===== src/core/spi_port_pkg.sv =====
package spi_port_pkg;

	// ***************************************************************
	// Configuration, flags, pins and transfer state
	// ***************************************************************
	typedef struct packed {
		logic       irq_enable_bit;
		logic       port_enable_bit;
		logic       open_drain_bit;
		logic       master_select_bit;
		logic       clock_polarity_bit;
		logic       clock_phase_bit;
		logic       lsb_first_bit;
		logic       size_bit;
		logic [7:0] sck_divider;
	} port_cfg_s;

	typedef struct packed {
		logic xfer_done_flag;
		logic write_clash_flag;
		logic multi_master_fault_flag;
	} port_flag_s;

	typedef struct packed {
		logic miso;
		logic mosi;
		logic sck;
		logic ss;
	} spi_pins_s;

	typedef enum logic {
		ST_IDLE,
		ST_RUN
	} xfer_state_e;

	// ***************************************************************
	// Constants
	// ***************************************************************
	localparam port_cfg_s  CFG_RESET      = 16'h0004;
	localparam port_flag_s FLAG_RESET     = 3'h0;
	localparam logic [3:0] DIR_RESET      = 4'h0;
	localparam logic [3:0] FAULT_DIR_KEEP = 4'h1;
	localparam logic [7:0] DIV_MIN        = 8'h02;
	localparam logic [5:0] EDGES_BYTE     = 6'h10;
	localparam logic [5:0] EDGES_WORD     = 6'h20;

endpackage


===== src/core/sck_rate_gen.sv =====
`timescale 1ns/10ps
`default_nettype none

module sck_rate_gen
	import spi_port_pkg::*;
(
	// Clock and reset
	input  wire logic       core_clk,
	input  wire logic       resetn,
	// Control
	input  wire logic       run,
	input  wire logic [7:0] divider,
	// Half-period strobe
	output logic            tick
);

	logic [7:0] count_reg;
	logic [7:0] count_next;
	logic       tick_reg;
	logic       tick_next;

	always_comb begin
		count_next = 8'h00;
		tick_next  = 1'b0;
		if (run && divider >= DIV_MIN) begin
			if (count_reg >= divider - 8'h01) begin
				tick_next = 1'b1;
			end else begin
				count_next = count_reg + 8'h01;
			end
		end
	end

	always_ff @(posedge core_clk or negedge resetn) begin
		if (!resetn) begin
			count_reg <= 8'h00;
			tick_reg  <= 1'b0;
		end else begin
			count_reg <= count_next;
			tick_reg  <= tick_next;
		end
	end

	assign tick = tick_reg;

endmodule

`default_nettype wire


===== src/core/spi_port.sv =====
`timescale 1ns/10ps
`default_nettype none

module spi_port
	import spi_port_pkg::*;
(
	// Clock and reset
	input  wire logic       core_clk,
	input  wire logic       resetn,
	// Configuration and direction writes
	input  wire logic       cfg_wr,
	input  wire port_cfg_s  cfg_wdata,
	input  wire logic       dir_wr,
	input  wire logic [3:0] dir_wdata,
	// Status and data accesses
	input  wire logic       status_rd,
	input  wire logic       data_rd,
	input  wire logic       data_wr,
	input  wire logic [15:0] data_wdata,
	input  wire logic [3:0] gpio_out,
	// Readback
	output port_cfg_s       port_config,
	output port_flag_s      port_flags,
	output logic [15:0]     rx_data,
	output logic [3:0]      pin_direction,
	output logic [3:0]      pin_state_port,
	output logic            irq,
	// Pins
	input  wire spi_pins_s  pin_in,
	output spi_pins_s       pin_out,
	output spi_pins_s       pin_oe
);

	// ***************************************************************
	// Helpers
	// ***************************************************************
	function automatic logic top_bit(input logic [15:0] sh, input logic lsb,
		input logic wide);
		if (lsb) begin
			return sh[0];
		end
		return wide ? sh[15] : sh[7];
	endfunction

	function automatic logic [15:0] shift_in(input logic [15:0] sh, input logic b,
		input logic lsb, input logic wide);
		if (lsb) begin
			return wide ? {b, sh[15:1]} : {8'h00, b, sh[7:1]};
		end
		return {sh[14:0], b};
	endfunction

	// ***************************************************************
	// State
	// ***************************************************************
	port_cfg_s   port_config_reg, port_config_next;
	port_flag_s  port_flag_reg, port_flag_next;
	xfer_state_e state_reg, state_next;
	logic [5:0]  edge_cnt_reg, edge_cnt_next;
	logic [15:0] shift_data_reg, shift_data_next;
	logic [15:0] rx_data_reg, rx_data_next;
	logic [3:0]  pin_direction_reg, pin_direction_next;
	logic        out_bit_reg, out_bit_next;
	logic        sck_reg, sck_next;
	logic        armed_done_reg, armed_done_next;
	logic        armed_clash_reg, armed_clash_next;
	logic        armed_fault_reg, armed_fault_next;
	logic        irq_reg, irq_next;
	spi_pins_s   pin_out_reg, pin_out_next;
	spi_pins_s   pin_oe_reg, pin_oe_next;
	spi_pins_s   sync1_reg, sync2_reg;
	logic        sck_last_reg, ss_last_reg;

	logic        tick;
	logic        is_master, enabled, ss_low, sck_edge, ss_fall;
	logic        busy, edge_evt, sample, done_evt, acc_clr;
	logic [5:0]  last_edge, edge_idx;
	logic        in_bit;
	spi_pins_s   func_val, func_drv, val;

	// ***************************************************************
	// Pin synchronisers
	// ***************************************************************
	always_ff @(posedge core_clk or negedge resetn) begin
		if (!resetn) begin
			sync1_reg    <= 4'h1;
			sync2_reg    <= 4'h1;
			sck_last_reg <= 1'b0;
			ss_last_reg  <= 1'b1;
		end else begin
			sync1_reg    <= pin_in;
			sync2_reg    <= sync1_reg;
			sck_last_reg <= sync2_reg.sck;
			ss_last_reg  <= sync2_reg.ss;
		end
	end

	// The divider only runs for an active master transfer.
	sck_rate_gen u_rate (
		.core_clk (core_clk),
		.resetn   (resetn),
		.run      (is_master && enabled && state_reg == ST_RUN),
		.divider  (port_config_reg.sck_divider),
		.tick     (tick)
	);

	// ***************************************************************
	// Transfer engine
	// ***************************************************************
	always_comb begin
		is_master = port_config_reg.master_select_bit;
		enabled   = port_config_reg.port_enable_bit;
		ss_low    = !sync2_reg.ss;
		sck_edge  = sync2_reg.sck ^ sck_last_reg;
		ss_fall   = ss_last_reg && !sync2_reg.ss;
		last_edge = port_config_reg.size_bit ? EDGES_WORD : EDGES_BYTE;
		in_bit    = is_master ? sync2_reg.miso : sync2_reg.mosi;
		// A phase 1 slave start is always edge one, whatever the last frame left behind.
		edge_idx  = (state_reg == ST_IDLE) ? 6'h01 : edge_cnt_reg + 6'h01;
		if (is_master) begin
			busy = state_reg == ST_RUN;
		end else if (!port_config_reg.clock_phase_bit) begin
			busy = enabled && ss_low;
		end else begin
			busy = state_reg == ST_RUN;
		end

		state_next      = state_reg;
		edge_cnt_next   = edge_cnt_reg;
		shift_data_next = shift_data_reg;
		out_bit_next    = out_bit_reg;
		sck_next        = sck_reg;
		edge_evt        = 1'b0;
		done_evt        = 1'b0;

		if (state_reg == ST_IDLE) begin
			sck_next = port_config_reg.clock_polarity_bit;
			if (data_wr && !busy) begin
				shift_data_next = data_wdata;
				out_bit_next    = top_bit(data_wdata, port_config_reg.lsb_first_bit,
					port_config_reg.size_bit);
				if (is_master && enabled) begin
					state_next    = ST_RUN;
					edge_cnt_next = 6'h00;
				end
			end
			if (enabled && !is_master) begin
				if (!port_config_reg.clock_phase_bit && ss_fall) begin
					state_next    = ST_RUN;
					edge_cnt_next = 6'h00;
					out_bit_next  = top_bit(shift_data_reg,
						port_config_reg.lsb_first_bit, port_config_reg.size_bit);
				end else if (port_config_reg.clock_phase_bit && ss_low
					&& sck_edge) begin
					state_next = ST_RUN;
					edge_evt   = 1'b1;
				end
			end
		end else if (!enabled || (!is_master && !ss_low)) begin
			state_next = ST_IDLE;
		end else if (is_master) begin
			if (tick && edge_cnt_reg < last_edge) begin
				sck_next = !sck_reg;
				edge_evt = 1'b1;
			end else if (tick) begin
				done_evt = 1'b1;
			end
		end else begin
			edge_evt = sck_edge;
		end

		// Phase 0 samples on odd edges, phase 1 on even edges.
		sample = port_config_reg.clock_phase_bit ? !edge_idx[0] : edge_idx[0];
		if (edge_evt) begin
			edge_cnt_next = edge_idx;
			if (sample) begin
				shift_data_next = shift_in(shift_data_reg, in_bit,
					port_config_reg.lsb_first_bit, port_config_reg.size_bit);
			end else if (edge_idx < last_edge) begin
				out_bit_next = top_bit(shift_data_reg,
					port_config_reg.lsb_first_bit, port_config_reg.size_bit);
			end
			if (edge_idx == last_edge) begin
				if (!is_master || !port_config_reg.clock_phase_bit) begin
					done_evt = 1'b1;
				end
			end
		end
		if (done_evt) begin
			state_next = ST_IDLE;
		end
	end

	// ***************************************************************
	// Flags, configuration and direction
	// ***************************************************************
	always_comb begin
		acc_clr = data_rd || (data_wr && !busy);
		port_flag_next     = port_flag_reg;
		port_config_next   = port_config_reg;
		pin_direction_next = pin_direction_reg;
		armed_done_next    = armed_done_reg;
		armed_clash_next   = armed_clash_reg;
		armed_fault_next   = armed_fault_reg;
		rx_data_next       = rx_data_reg;

		if (status_rd) begin
			armed_done_next  = port_flag_reg.xfer_done_flag;
			armed_clash_next = port_flag_reg.write_clash_flag;
			armed_fault_next = port_flag_reg.multi_master_fault_flag;
		end else if (acc_clr) begin
			armed_done_next  = 1'b0;
			armed_clash_next = 1'b0;
		end
		if (acc_clr && (armed_done_reg || armed_clash_reg)) begin
			port_flag_next.xfer_done_flag = 1'b0;
		end
		if (acc_clr && armed_clash_reg) begin
			port_flag_next.write_clash_flag = 1'b0;
		end
		// A late write still collides even inside the clearing sequence.
		if (data_wr && busy) begin
			port_flag_next.write_clash_flag = 1'b1;
		end
		if (done_evt) begin
			port_flag_next.xfer_done_flag = 1'b1;
			// An unread word is kept; the newer one is lost on overrun.
			if (!port_flag_reg.xfer_done_flag || acc_clr) begin
				rx_data_next = port_config_reg.size_bit ? shift_data_next
					: {8'h00, shift_data_next[7:0]};
			end
		end

		if (dir_wr) begin
			pin_direction_next = dir_wdata;
		end
		if (cfg_wr) begin
			port_config_next = cfg_wdata;
			armed_fault_next = 1'b0;
			if (armed_fault_reg) begin
				port_flag_next.multi_master_fault_flag = 1'b0;
			end else if (port_flag_reg.multi_master_fault_flag) begin
				port_config_next.master_select_bit = 1'b0;
				port_config_next.port_enable_bit   = 1'b0;
			end
		end
		if (is_master && enabled && ss_low) begin
			port_flag_next.multi_master_fault_flag = 1'b1;
			port_config_next.master_select_bit     = 1'b0;
			port_config_next.port_enable_bit       = 1'b0;
			pin_direction_next = pin_direction_next & FAULT_DIR_KEEP;
		end
		// The collision flag is deliberately left out of the request.
		irq_next = port_config_reg.irq_enable_bit
			&& (port_flag_reg.xfer_done_flag
			|| port_flag_reg.multi_master_fault_flag);
	end

	// ***************************************************************
	// Pin drivers
	// ***************************************************************
	always_comb begin
		func_val = 4'h0;
		func_drv = 4'h0;
		if (is_master) begin
			func_val.sck  = sck_reg;
			func_val.mosi = out_bit_reg;
			func_drv.sck  = 1'b1;
			func_drv.mosi = 1'b1;
		end else begin
			func_val.miso = out_bit_reg;
			func_drv.miso = 1'b1;
		end
		val          = enabled ? ((func_val & func_drv) | (gpio_out & ~func_drv))
			: gpio_out;
		pin_oe_next  = pin_direction_reg;
		if (enabled && !is_master && !ss_low) begin
			pin_oe_next.miso = 1'b0;
		end
		// Open-drain pins only ever pull low and rely on a pull-up.
		if (port_config_reg.open_drain_bit) begin
			pin_oe_next  = pin_oe_next & ~val;
			pin_out_next = 4'h0;
		end else begin
			pin_out_next = val;
		end
	end

	always_ff @(posedge core_clk or negedge resetn) begin
		if (!resetn) begin
			port_config_reg   <= CFG_RESET;
			port_flag_reg     <= FLAG_RESET;
			state_reg         <= ST_IDLE;
			edge_cnt_reg      <= 6'h00;
			shift_data_reg    <= 16'h0000;
			rx_data_reg       <= 16'h0000;
			pin_direction_reg <= DIR_RESET;
			out_bit_reg       <= 1'b0;
			sck_reg           <= 1'b0;
			armed_done_reg    <= 1'b0;
			armed_clash_reg   <= 1'b0;
			armed_fault_reg   <= 1'b0;
			irq_reg           <= 1'b0;
			pin_out_reg       <= 4'h0;
			pin_oe_reg        <= 4'h0;
		end else begin
			port_config_reg   <= port_config_next;
			port_flag_reg     <= port_flag_next;
			state_reg         <= state_next;
			edge_cnt_reg      <= edge_cnt_next;
			shift_data_reg    <= shift_data_next;
			rx_data_reg       <= rx_data_next;
			pin_direction_reg <= pin_direction_next;
			out_bit_reg       <= out_bit_next;
			sck_reg           <= sck_next;
			armed_done_reg    <= armed_done_next;
			armed_clash_reg   <= armed_clash_next;
			armed_fault_reg   <= armed_fault_next;
			irq_reg           <= irq_next;
			pin_out_reg       <= pin_out_next;
			pin_oe_reg        <= pin_oe_next;
		end
	end

	assign port_config    = port_config_reg;
	assign port_flags     = port_flag_reg;
	assign rx_data        = rx_data_reg;
	assign pin_direction  = pin_direction_reg;
	assign pin_state_port = sync2_reg;
	assign irq            = irq_reg;
	assign pin_out        = pin_out_reg;
	assign pin_oe         = pin_oe_reg;

endmodule

`default_nettype wire


===== config.mk =====
export PLATFORM = sky130hd
export DESIGN_NAME = spi_port
export DESIGN_NICKNAME = d
export VERILOG_FILES = /design/src/core/spi_port_pkg.sv /design/src/core/sck_rate_gen.sv /design/src/core/spi_port.sv
export SDC_FILE = /design/constraint.sdc
export NUM_CORES = 1
export LEC_CHECK = 0
export BUFFER_PORTS_ARGS = -buffer_cell sky130_fd_sc_hd__buf_2
export CORE_UTILIZATION = 30
export CTS_CLUSTER_SIZE = 40
export DETAILED_ROUTE_END_ITERATION = 16
export PLACE_DENSITY = 0.48
export SYNTH_ARGS = -nofsm -noshare
export SYNTH_HDL_FRONTEND = slang
export SYNTH_HIERARCHICAL = 1
export SYNTH_SLANG_ARGS = --single-unit
export TNS_END_PERCENT = 20

===== constraint.sdc =====
create_clock -name core_clk -period 7.2 [get_ports core_clk]
set_input_delay 0.72 -clock core_clk [delete_from_list [all_inputs] [get_ports core_clk]]
set_output_delay 0.72 -clock core_clk [all_outputs]
set_load 0.01 [all_outputs]

==> run summary <==
syn_nets: 471
outcome: finished, final reports clean
die area: 16,400 sq um
Tot Pwr: 1.47 mW
Critical Path AT: 3.45 ns
ANT cells: 0
Core ar.: 15,400 sq um
clock sink count: 95
Fmax: 310 MHz
total track usage: 15.2%
dpl hpwl: 8350 microns
peak supply drop: 0.101 mV
H-tree Lvls: 3
vias in the first global route: 3,493
initial cell density of the core: 31.0%
crit-path max FO: 17
Rel. slew slack: 24.4%
post-CTS setup buffers: 0
IO buf count: 102
Mapped Cells: 405
Synth area leaders: dfrtp_1, mux2i_1, ha_1
RSZ-0062 raised after global routing: false
CTS Buf Count: 9
clk slew on worst S/H paths: 0.06 ns
Post-Synthesis Cell Area: 4760 sq um
post-route cell area: 5760 sq um
sequential fraction of the synthesis area: 50.0%
clk_lat worst skew: 0.35 ns
gr ovfl total: 0
Layout Area Growth over Synthesis: 21.0%
initial DRC count: 163
Filler Cell Count: 1,516
Root Driver: clkbuf_16
I/O pin cnt: 103
endpoints failing setup: 0
largest net degree at the start of global routing: 74
layout cell share with drive strength beyond 1: 30.0%
RePlAce Congestion: 0.763
Final Slew Violations: 0
Post-Syn Area per Cell: 11.8 sq um
Worst Skew: 0.00686 ns
Slowest cell on crit path: nand3b_1
die height: 128 microns
area leader, netlist: dfrtp_1
Hold Path Class: input pin to async pin
Routed Wire Length: 11,400 microns
DR WL/cell: 15.9 microns
cts repair resizes: 0
crit path cell chain: inv_1 > ha_1 > o21a_1 > o22ai_2 > nand3b_1 > mux2i_1 > mux2_1
Total Neg Setup Slack: 0 ns
Power Density: 256 nW/um^2
final net count: 567
leakage: 2.75 nW
first-pass GRT wire length: 19,000 microns
Hold-fix buffers, CTS: 0
ys async rst share: 100%
Via Count: 3,444
TritonCTS clock tree: built
commonest register cell after synthesis: dfrtp_1
Unique masters post-synth: 57
vias per inst: 4.80
post-layout min period: 3.22 ns
CP Data Required Time: 7.42 ns
initial antenna violation count: 0
synth warn: 6
Slew @ Worst Pin: 1.13 ns
DR pass1 iterations: 4
max-cap violations: 0
# DRC: 0
CP max stage delay: 0.82 ns
CP Capture Type: flip-flop
post-route ant nets: 0
Post-synth EDFFs: 0
Synth top area share: 47.8%
FP Rows: 45
Seq cells post-synth: 95
final hold vios: 0
post-route clock period utilization: 44.8%
CP Class: flip-flop to flip-flop
Worst setup SP type: flip-flop
Die Wd: 128 microns
Max clock buf depth: 2
placed inst area: 5450 sq um
[cells in the mapped netlist, drive strengths merged, types with 3 or more instances]
library cell and count:
dfrtp 91, inv 10, nand3 9, buf 11
xor2 6, dfstp 4, nand3b 3, and2 5
a31o 8, clkbuf 8, a31oi 5, ha 15
mux2 24, nor4 3, nor3 9, xnor2 12
nor2b 10, o21a 15, nor2 17, a21oi 14
nand4 3, nand2 26, and3 3, a22o 3
o21ai 10, a21o 3, nand2b 5, mux2i 49
[critical path: cells and delay by family, from the launching register on]
family                     cells  cell delay [ns]
DFF                            1             0.69
muxes                          2             0.66
and+or+nand+nor                1             0.82
buffers and inverters          1             0.22
AOI/OAI and AO/OA              2             0.36
adders and majority gates      1             0.34
[area by class of cell]
| class | instances | area (sq um) | area share, % |
|---|---|---|---|
| Sequential cell | 95 | 2380 | 41.4 |
| Multi-Input combinational cell | 281 | 2240 | 38.9 |
| Timing Repair Buffer | 104 | 528 | 9.17 |
| Inverter | 10 | 37.5 | 0.652 |
| Tap cell | 211 | 264 | 4.58 |
| Clock inverter | 3 | 40.0 | 0.695 |
| Clock buffer | 13 | 270 | 4.69 |
[per-stage QoR]
stage	instances	worst slack, ns	hold WS [ns]	utilization (%)
floorplan	405	4.68	0.331	-
global placement	701	4.03	0.333	35.5
detailed placement	701	3.92	0.336	35.5
CTS	717	3.90	0.261	37.5
global route	717	3.62	0.268	37.5
finish	717	3.98	0.257	37.5
[layout by cell type, fill, tap and decap left out, types with 2 or more instances in the layout]
| master | instances |
|---|---|
| o21a_1 | 15 |
| nor3_1 | 9 |
| clkbuf_8 | 3 |
| or2b_1 | 2 |
| nor2b_1 | 10 |
| nand2_1 | 26 |
| a21boi_0 | 2 |
| buf_4 | 3 |
| mux2_1 | 6 |
| a2bb2o_1 | 2 |
| clkbuf_16 | 9 |
| o21ai_0 | 5 |
| clkinv_2 | 2 |
| buf_2 | 101 |
| nand3b_1 | 3 |
| o211a_1 | 2 |
| mux2i_1 | 49 |
| xor2_1 | 6 |
| a31oi_1 | 4 |
| and3_1 | 3 |
| nor4_1 | 3 |
| xnor2_1 | 12 |
| mux2_2 | 16 |
| a21o_1 | 3 |
| inv_1 | 10 |
| a22o_1 | 3 |
| and2_1 | 4 |
| ha_1 | 15 |
| nor2_1 | 16 |
| nand3_1 | 9 |
| a21oi_1 | 14 |
| dfstp_2 | 4 |
| mux2_4 | 2 |
| a31o_1 | 8 |
| a211oi_1 | 2 |
| nand2b_1 | 5 |
| o21ai_1 | 4 |
| nand4_1 | 3 |
| dfrtp_1 | 91 |
[worst paths after layout]
kind                                             from                          end  slack [ns]  cells past startpoint
max                        port_config[8]$_DFFE_PN0P_       rx_data[1]$_DFFE_PN0P_        3.98                      7
max reg2reg                port_config[8]$_DFFE_PN0P_       rx_data[1]$_DFFE_PN0P_        3.98                      7
min reg2reg                    sync1_reg[1]$_DFF_PN0_  pin_state_port[1]$_DFF_PN0_        0.35                      0
min in group core_clk          sync1_reg[1]$_DFF_PN0_  pin_state_port[1]$_DFF_PN0_        0.35                      0
max in group asynchronous                      resetn      rx_data[11]$_DFFE_PN0P_        5.71                      2
min                                            resetn   port_config[0]$_DFFE_PN0P_        0.26                      1
[routing by layer]
layer | share of wire, % | vias to the layer above | GRT usage, %
met2 | 47 | 77 | 23.6
met5 | 0 | - | 0
met3 | 4.1 | 13 | 2.67
met4 | 1.7 | 0 | 6.64
met1 | 47 | 1699 | 20.7
li1 | - | 1655 | -
[power breakdown]
group	internal [mW]	switching, mW
clock	0.297	0.200
sequential	0.605	0.0891
combinational	0.140	0.142
total	1.04	0.431
[kinds of logic after synthesis]
group                    share of synthesized area (%)
XOR/XNOR                                          3.31
AO/OA/AOI/OAI                                     12.2
buffers and inverters                             3.05
AND/OR/NAND/NOR                                   11.3
flip-flops                                        50.0
multiplexers                                      16.1
adder cells (fa/ha/maj)                           3.94
Note: power is estimated with default switching activity, not from simulation.
